<file path="src/design/scfm_params.svh">
// timing constants for the safety cutoff feedback monitor
`ifndef SCFM_PARAMS_SVH
`define SCFM_PARAMS_SVH

`define SCFM_CLK_MHZ          125
`define SCFM_OFF_IGNORE_US    500
`define SCFM_FB_MAX_US        20000
`define SCFM_SKEW_MAX_MS      10000
// glitch filter: off shorter than or equal to 0.5 ms is ignored (least time, round up)
`define SCFM_FILT_CYC         (`SCFM_OFF_IGNORE_US * `SCFM_CLK_MHZ + 1)
// feedback latency bound, for reference (longest time, round down)
`define SCFM_FB_MAX_CYC       (`SCFM_FB_MAX_US * `SCFM_CLK_MHZ)
// skew alarm time in cycles
`define SCFM_SKEW_CYC         (`SCFM_SKEW_MAX_MS * 1000 * `SCFM_CLK_MHZ)
`define SCFM_CNT_W            32

`endif

</file>
<file path="src/design/scfm_link_if.sv">
// link between the safety unit and the servo amplifier cutoff logic
`timescale 1ns/1ps
interface scfm_link_if;
  logic safety_input_a_n;
  logic safety_input_b_n;
  logic feedback_monitor_out;
  modport device (input safety_input_a_n, input safety_input_b_n, output feedback_monitor_out);
  modport unit   (output safety_input_a_n, output safety_input_b_n, input feedback_monitor_out);
endinterface

</file>
<file path="src/design/scfm_device.sv">
// amplifier side: filters the two cutoff inputs, drives the feedback monitor
//
// Overview of operation
// feedback on only when both inputs off
// feedback follows inputs within 20 ms
// unit drives both off when guard opens
// unit resets only if feedback on
// feedback stuck off blocks unit reset
// both off shows cutoff code, motor held
// monitor reports each input's actual state
// missing jumper means no torque, cutoff code
// host monitors feedback for higher level
// input on means run, off means cutoff
// off pulses up to 0.5 ms ignored
// one-channel off beyond 10 s alarms
// synchronise, filter inputs before combining
`timescale 1ns/1ps
`include "scfm_params.svh"
module scfm_device
#(
  parameter int unsigned SKEW_CYC = `SCFM_SKEW_CYC,
  parameter int unsigned FILT_CYC = `SCFM_FILT_CYC
)
(
  // clock, reset, enable
  input  wire logic mclk_in,
  input  wire logic sys_rst_in,
  input  wire logic clk_en_in,
  // link
  scfm_link_if.device link,
  // amplifier side
  input  wire logic alarm_clear_in,
  output logic      torque_enable_out,
  output logic      cutoff_display_out,
  output logic [1:0] safety_input_state_monitor_out,
  output logic      input_timing_alarm_out
);

  // ----------------------------------------
  // input synchronisers and off filters
  // ----------------------------------------
  // bit 0 is channel a, bit 1 channel b
  logic      [1:0] raw_in;
  wire logic [1:0] off_reg;
  assign raw_in = {link.safety_input_b_n, link.safety_input_a_n};

  genvar gi;
  generate
    for (gi = 0; gi < 2; gi++)
    begin : g_ch
      logic [2:0]             sync_reg;
      logic [`SCFM_CNT_W-1:0] filt_cnt_reg;
      logic                   stable_reg;
      logic                   off_ch_reg;
      logic                   agree;

      // ----------------------------------------
      // channel synchroniser
      // ----------------------------------------
      // three stages; a change counts once stages two and three agree
      always_ff @(posedge mclk_in)
      begin
        if (sys_rst_in)
          sync_reg <= 3'h7;
        else if (clk_en_in)
          sync_reg <= {sync_reg[1:0], raw_in[gi]};
      end

      // the first stage is read only by the second
      assign agree = (sync_reg[1] == sync_reg[2]);

      // reset level is on, so reset alone raises no cutoff
      always_ff @(posedge mclk_in)
      begin
        if (sys_rst_in)
          stable_reg <= 1'h1;
        else if (clk_en_in && agree)
          stable_reg <= sync_reg[2];
      end

      // ----------------------------------------
      // channel off filter
      // ----------------------------------------
      // off time counter; holds at the limit
      always_ff @(posedge mclk_in)
      begin
        if (sys_rst_in)
          filt_cnt_reg <= '0;
        else if (clk_en_in)
        begin
          if (stable_reg)
            filt_cnt_reg <= '0;
          else if (filt_cnt_reg < FILT_CYC[`SCFM_CNT_W-1:0])
            filt_cnt_reg <= filt_cnt_reg + 1'b1;
        end
      end

      // off counts only beyond 0.5 ms; return to on is immediate
      always_ff @(posedge mclk_in)
      begin
        if (sys_rst_in)
          off_ch_reg <= 1'h0;
        else if (clk_en_in)
        begin
          if (stable_reg)
            off_ch_reg <= 1'h0;
          else if (filt_cnt_reg >= FILT_CYC[`SCFM_CNT_W-1:0])
            off_ch_reg <= 1'h1;
        end
      end

      assign off_reg[gi] = off_ch_reg;
    end
  endgenerate

  // ----------------------------------------
  // channel combination
  // ----------------------------------------
  logic both_off;
  logic any_off;
  logic one_off;
  // a single channel off never reaches the feedback
  assign both_off = off_reg[0] & off_reg[1];
  assign any_off  = off_reg[0] | off_reg[1];
  assign one_off  = off_reg[0] ^ off_reg[1];

  // ----------------------------------------
  // feedback monitor
  // ----------------------------------------
  // registered so a filter edge cannot glitch the pin
  always_ff @(posedge mclk_in)
  begin
    if (sys_rst_in)
      link.feedback_monitor_out <= 1'h0;
    else if (clk_en_in)
      link.feedback_monitor_out <= both_off; // see R1
  end

  // ----------------------------------------
  // cutoff display and torque permission
  // ----------------------------------------
  // open connector reads as both off
  always_ff @(posedge mclk_in)
  begin
    if (sys_rst_in)
      cutoff_display_out <= 1'h0;
    else if (clk_en_in)
      cutoff_display_out <= any_off; // see R6
  end

  // motor current allowed only while both channels are on
  always_ff @(posedge mclk_in)
  begin
    if (sys_rst_in)
      torque_enable_out <= 1'h0;
    else if (clk_en_in)
      torque_enable_out <= ~any_off; // see R6
  end

  // ----------------------------------------
  // input state monitor
  // ----------------------------------------
  // bit set means that channel is on
  always_ff @(posedge mclk_in)
  begin
    if (sys_rst_in)
      safety_input_state_monitor_out <= 2'h0;
    else if (clk_en_in)
      safety_input_state_monitor_out <= ~off_reg;
  end

  // ----------------------------------------
  // channel skew timer and alarm
  // ----------------------------------------
  // not a safety path: a diagnostic for broken wiring
  logic [`SCFM_CNT_W-1:0] skew_cnt_reg;
  logic                   skew_due;
  assign skew_due = one_off && (skew_cnt_reg >= SKEW_CYC[`SCFM_CNT_W-1:0]);

  // saturates at the window so a long hold cannot wrap to zero
  always_ff @(posedge mclk_in)
  begin
    if (sys_rst_in)
      skew_cnt_reg <= '0;
    else if (clk_en_in)
    begin
      if (!one_off)
        skew_cnt_reg <= '0;
      else if (skew_cnt_reg < SKEW_CYC[`SCFM_CNT_W-1:0])
        skew_cnt_reg <= skew_cnt_reg + 1'b1;
    end
  end

  // sticky; set wins over clear
  always_ff @(posedge mclk_in)
  begin
    if (sys_rst_in)
      input_timing_alarm_out <= 1'h0;
    else if (clk_en_in)
    begin
      if (skew_due)
        input_timing_alarm_out <= 1'h1;
      else if (alarm_clear_in)
        input_timing_alarm_out <= 1'h0;
    end
  end

endmodule

</file>
<file path="src/flat_wrapper.sv">
// flat-port wrapper written by rule: the top's interface ports become plain ports
module scfm_device_flat 
#(
  parameter int unsigned SKEW_CYC = `SCFM_SKEW_CYC,
  parameter int unsigned FILT_CYC = `SCFM_FILT_CYC
)
  (mclk_in, sys_rst_in, clk_en_in, alarm_clear_in, torque_enable_out, cutoff_display_out, safety_input_state_monitor_out, input_timing_alarm_out, link_safety_input_a_n, link_safety_input_b_n, link_feedback_monitor_out);
  scfm_link_if link_i ();
  input  wire logic mclk_in;
  input  wire logic sys_rst_in;
  input  wire logic clk_en_in;
  input  wire logic alarm_clear_in;
  output logic torque_enable_out;
  output logic cutoff_display_out;
  output logic [1:0] safety_input_state_monitor_out;
  output logic input_timing_alarm_out;
  input wire logic [$bits(link_i.safety_input_a_n)-1:0] link_safety_input_a_n;
  input wire logic [$bits(link_i.safety_input_b_n)-1:0] link_safety_input_b_n;
  output wire logic [$bits(link_i.feedback_monitor_out)-1:0] link_feedback_monitor_out;
  assign link_i.safety_input_a_n = link_safety_input_a_n;
  assign link_i.safety_input_b_n = link_safety_input_b_n;
  assign link_feedback_monitor_out = link_i.feedback_monitor_out;
  scfm_device #(.SKEW_CYC(SKEW_CYC), .FILT_CYC(FILT_CYC)) u_core (.mclk_in(mclk_in), .sys_rst_in(sys_rst_in), .clk_en_in(clk_en_in), .link(link_i), .alarm_clear_in(alarm_clear_in), .torque_enable_out(torque_enable_out), .cutoff_display_out(cutoff_display_out), .safety_input_state_monitor_out(safety_input_state_monitor_out), .input_timing_alarm_out(input_timing_alarm_out));
endmodule
</file>
<file path="config.mk">
export PLATFORM = sky130hd
export DESIGN_NAME = scfm_device_flat
export DESIGN_NICKNAME = d
export VERILOG_FILES = /design/src/design/scfm_link_if.sv /design/src/design/scfm_device.sv /design/src/flat_wrapper.sv
export VERILOG_INCLUDE_DIRS = /design/src /design/src/design
export SDC_FILE = /design/constraint.sdc
export NUM_CORES = 1
export LEC_CHECK = 0
export BUFFER_PORTS_ARGS = -buffer_cell sky130_fd_sc_hd__buf_2
export CORE_AREA = 5 5 103 105
export CTS_BUF_LIST = sky130_fd_sc_hd__clkbuf_16
export DETAILED_ROUTE_END_ITERATION = 10
export DIE_AREA = 0 0 108 110
export PLACE_DENSITY_LB_ADDON = 0.05
export SLEW_MARGIN = 20
export SYNTH_ARGS = -nofsm -noshare
export SYNTH_HDL_FRONTEND = slang
export SYNTH_SLANG_ARGS = --single-unit
</file>
<file path="constraint.sdc">
create_clock -name mclk_in -period 2 [get_ports mclk_in]
set_input_delay 0.2 -clock mclk_in [delete_from_list [all_inputs] [get_ports mclk_in]]
set_output_delay 0.2 -clock mclk_in [all_outputs]
set_load 0.03 [all_outputs]
</file>
==> impl_metrics.yaml <==
yosys:
  synth_edf_count: 0
  mappedNetlistArea_um2: 5100
  mappedNetlistNets: 608
  synth.largest_area_cell: "sky130_fd_sc_hd__dfxtp_1"
  postSynthRegisterBits: 112
  primary_ff_master_synth: "sky130_fd_sc_hd__dfxtp_1"
  yosysUniqueCellTypes: 55
  synth.yosys.seq_area_share_pct: 43.9
  ys_top_cells_by_area: "sky130_fd_sc_hd__dfxtp_1 (44%), sky130_fd_sc_hd__a21oi_1 (4.5%), sky130_fd_sc_hd__or4_1 (4.1%)"
  synth_async_reset_ratio_pct: 0
  syn_area_per_cell_um2: 8.62
  yosys_warnings: 0
  synthCells: 592
  post-synth-top-area-fraction_pct: 43.9
setup_path:
  max_stage_delay_ns: 0.57
  cell_occurring_most_often_along_the_worst_timing_path: "sky130_fd_sc_hd__or4_4"
  cp_num_buf_inv: 0
  critical_path_rt_ns: 2.28
  cpLargestDelayFamily: "simple AND/OR/NAND/NOR gates"
  crit-reg2reg-launch: "u_core.skew_cnt_reg[19]$_SDFFE_PP0P_"
  worst_r2r_path_depth: 6
  critical_path_arrival_ns: 2.45
  path_cells: "or4_4 > nor4b_4 > or4_4 > o21ai_4 > or4_4 > a21oi_2"
  worst_r2r_endpoint: "u_core.skew_cnt_reg[29]$_SDFFE_PP0P_"
  critical-path-slowest-cell: "sky130_fd_sc_hd__or4_4"
  setup.worst_path.end_class: "register"
  rrSetupSlack_ns: -0.16
  crit_fanout: 7
  crit_type: "reg2reg"
  cp-start-kind: "register"
drt:
  topRoutingLayerUsed: "met4"
  ant_nets: 0
  totalWireLength_mm: 12.7
  firstDrtPassIters: 4
  routed_wire_length_on_met3_um: 414
  wl_met1_mm: 5.91
  drt_wl_cell_um: 15.0
  met2_wirelength_mm: 6.10
  post_drt_via_cell_ratio: 5.71
  drt_iter0_drc: 268
  routed-via-count: 4843
  post-route-drc-count: 0
placement:
  portBuffers: 11
  place_ws_ns: -0.246
  placed_cells_incl_taps: 814
  detailed_place.area_um2: 6030
  gp_congestion: 0.826
  detailedPlacementHpwl_mm: 8.41
timing:
  fin_clk_skew_ns: 0.00587
  rsz0062_at_grt: "true"
  fin_crit_sh_pct: 108
  layout_min_cycle_time_ns: 2.16
  setup_ws_ns: -0.161
  worstMarginPinSlew_ns: 0.726
  normalized_max_slew_margin_pct: 51.6
  report.final.setup_viol: 54
  timing.fmax_mhz: 463
  timing_max_transition_violations_final: 0
  timing.final.hold_violations: 0
cts:
  clk_transition_reported_paths_ns: 0.07
  cts-root-to-sink-buffers: 2
  htreeDepth: 3
  clock_tree.root_cell: "sky130_fd_sc_hd__clkbuf_16"
  cts_tree: "yes"
  cts_buffers: 9
  holdBufCountCts: 0
  cts.sink_count: 112
  clkLatencyLatePin_ns: 0.35
grt:
  first_global_vias: 4587
  antenna_found_initial: 0
  grt_overflow_total: 0
  grt_start_max_net_pins: 29
  global_route.usage.total_pct: 21.7
  global_route_wire_length_before_repair_mm: 20.9
power_and_ir_drop:
  power-per-cell-area_nw_per_um2: 596
  ir_drop_worst_vdd_uv: 392
  power_leakage_nw: 2.70
min_path:
  hold_path.class: "in2reg"
  timing.hold.worst_endpoint: "u_core.g_ch[1].sync_reg[0]$_SDFFE_PP1P_"
  hold_path.startpoint: "link_safety_input_b_n"
  worst_hold_path.num_cells: 3
floorplanning:
  die_width_um: 108
  die_area_um2: 11900
  pin_count: 12
  core_region_area_um2: 9550
  rows: 36
  start_util_pct: 53.5
  die-height_um: 110
run_status:
  status: "finished with violations"
  failed_checks: "setup timing"
layout:
  antenna-diode-count: 0
  final_cell_count_no_fill: 848
  drive_above_1_share_pct: 32.7
  post-route-cell-area_um2: 6880
  area_growth_syn_to_layout_pct: 34.7
  layout.nets: 726
  max_reg_flops: 64
run:
  maxCapViolCount: 0
## synthesized netlist by cell type, types with 2 or more instances
cell type                  number
sky130_fd_sc_hd__and2_1        33
sky130_fd_sc_hd__nand4b_1       2
sky130_fd_sc_hd__nor4_1        13
sky130_fd_sc_hd__nand2_1       50
sky130_fd_sc_hd__nand3_2        2
sky130_fd_sc_hd__o31ai_1       14
sky130_fd_sc_hd__a21oi_1       46
sky130_fd_sc_hd__xnor2_1        3
sky130_fd_sc_hd__xor2_1         3
sky130_fd_sc_hd__inv_1         24
sky130_fd_sc_hd__a31o_2         2
sky130_fd_sc_hd__buf_1          2
sky130_fd_sc_hd__o21ai_0       29
sky130_fd_sc_hd__or3_1         20
sky130_fd_sc_hd__a22oi_1        2
sky130_fd_sc_hd__nand4_1       22
sky130_fd_sc_hd__buf_2          3
sky130_fd_sc_hd__nor2_1        29
sky130_fd_sc_hd__nand2b_1       6
sky130_fd_sc_hd__nor2b_1        3
sky130_fd_sc_hd__o211ai_1      14
sky130_fd_sc_hd__mux2i_1       10
sky130_fd_sc_hd__nor3_1         7
sky130_fd_sc_hd__o311ai_0       2
sky130_fd_sc_hd__o41ai_1        4
sky130_fd_sc_hd__o21a_1        11
sky130_fd_sc_hd__or4_1         28
sky130_fd_sc_hd__and4_1         3
sky130_fd_sc_hd__a21o_1         2
sky130_fd_sc_hd__a211oi_1       3
sky130_fd_sc_hd__clkbuf_1      19
sky130_fd_sc_hd__nand3_1       27
sky130_fd_sc_hd__dfxtp_1      112
sky130_fd_sc_hd__ha_1          10
sky130_fd_sc_hd__and3_1        12
## what timing repair did
action / 4_1_cts / 5_1_grt
setup endpoints to repair: 56 / 64
hold endpoints to repair: 0 / 0
cloned: 1 / 1
gates resized for setup: 34 / 68
pin swaps: 20 / 26
setup buffers: 11 / 5
## final cells by class
| cell class | count | area, um2 |
|---|---|---|
| Multi-Input combinational cell | 430 | 3070 |
| Inverter | 25 | 93.8 |
| Sequential cell | 112 | 2250 |
| Clock inverter | 7 | 40.0 |
| Clock buffer | 9 | 225 |
| Tap cell | 133 | 166 |
| Fill cell | 763 | 2670 |
| Timing Repair Buffer | 132 | 1030 |
## power by group
group | switching [mW] | internal (mW)
Combinational | 0.136 | 0.0824
Clock | 0.795 | 0.837
Sequential | 0.00783 | 2.24
## cells in the final DEF (no fill, tap or decap), types with 4 or more instances in the layout
master                      synthesis  routed
sky130_fd_sc_hd__o21ai_1            1       8
sky130_fd_sc_hd__o211ai_1          14      14
sky130_fd_sc_hd__buf_4              1     107
sky130_fd_sc_hd__clkbuf_16          0       9
sky130_fd_sc_hd__buf_6              1      12
sky130_fd_sc_hd__or3_1             20      18
sky130_fd_sc_hd__a21oi_1           46      26
sky130_fd_sc_hd__dfxtp_2            0       6
sky130_fd_sc_hd__o21ai_0           29      22
sky130_fd_sc_hd__nor4_1            13       7
sky130_fd_sc_hd__nand4_1           22      22
sky130_fd_sc_hd__and2_1            33      33
sky130_fd_sc_hd__o31ai_1           14      10
sky130_fd_sc_hd__dfxtp_1          112     106
sky130_fd_sc_hd__nand2_1           50      49
sky130_fd_sc_hd__o21a_1            11      10
sky130_fd_sc_hd__nor3_2             1       5
sky130_fd_sc_hd__a21oi_2            0      20
sky130_fd_sc_hd__nor2_1            29      26
sky130_fd_sc_hd__mux2i_1           10      10
sky130_fd_sc_hd__nand2b_1           6       6
sky130_fd_sc_hd__o31ai_2            0       4
sky130_fd_sc_hd__or4_4              1      13
sky130_fd_sc_hd__and3_1            12      11
sky130_fd_sc_hd__or4_1             28      16
sky130_fd_sc_hd__ha_1              10       9
sky130_fd_sc_hd__nor4_4             0       4
sky130_fd_sc_hd__buf_2              3      11
sky130_fd_sc_hd__inv_1             24      23
sky130_fd_sc_hd__nand3_1           27      25
## cell families (layout without fill, tap and decap cells)
kind of cell / after synthesis / in the layout / share of synthesized area (%)
buffers and inverters: 51 / 173 / 4.04
XOR/XNOR: 6 / 6 / 1.03
AO/OA/AOI/OAI: 138 / 138 / 17.2
AND/OR/NAND/NOR: 265 / 266 / 29.4
flip-flops: 112 / 112 / 43.9
adder cells (fa/ha/maj): 10 / 10 / 2.45
multiplexers: 10 / 10 / 1.96
## worst reg2reg max path: cells and delay by family (launching register included)
kind,cells,cell delay [ns]
AND/OR/NAND/NOR,4,1.55
flip-flops,1,0.32
AO/OA/AOI/OAI,2,0.24
## worst max path at each step
stage	cells after the start	end	slack, ns	start
floorplan	7	u_core.skew_cnt_reg[29]$_SDFFE_PP0P_	-0.04	u_core.skew_cnt_reg[19]$_SDFFE_PP0P_
global placement	7	u_core.skew_cnt_reg[25]$_SDFFE_PP0P_	-0.18	u_core.skew_cnt_reg[7]$_SDFFE_PP0P_
detailed placement	6	u_core.skew_cnt_reg[23]$_SDFFE_PP0P_	-0.25	u_core.skew_cnt_reg[19]$_SDFFE_PP0P_
CTS	6	u_core.skew_cnt_reg[29]$_SDFFE_PP0P_	-0.16	u_core.skew_cnt_reg[19]$_SDFFE_PP0P_
global route	6	u_core.skew_cnt_reg[29]$_SDFFE_PP0P_	-0.25	u_core.skew_cnt_reg[19]$_SDFFE_PP0P_
finish	6	u_core.skew_cnt_reg[29]$_SDFFE_PP0P_	-0.16	u_core.skew_cnt_reg[19]$_SDFFE_PP0P_
## stage by stage
step / hold WS (ns) / utilization (%) / setup TNS (ns) / power [mW]
2_1_floorplan: 0.328 / - / -0.216 / 2.41
3_3_place_gp: 0.419 / 63.1 / -4.49 / 2.48
3_5_place_dp: 0.427 / 63.1 / -7.12 / 2.48
4_1_cts: 0.0661 / 68.5 / -3.29 / 4.13
5_1_grt: 0.0819 / 72.0 / -10.01 / 4.26
6_report: 0.0718 / 72.0 / -4.14 / 4.10
## routing by layer
| layer | up-vias | global-route usage [%] |
|---|---|---|
| li1 | 2421 | - |
| met1 | 2323 | 28.1 |
| met2 | 72 | 36.2 |
| met3 | 27 | 3.49 |
| met4 | 0 | 8.75 |
| met5 | - | 0 |
Power figures use the tool's default switching activity.
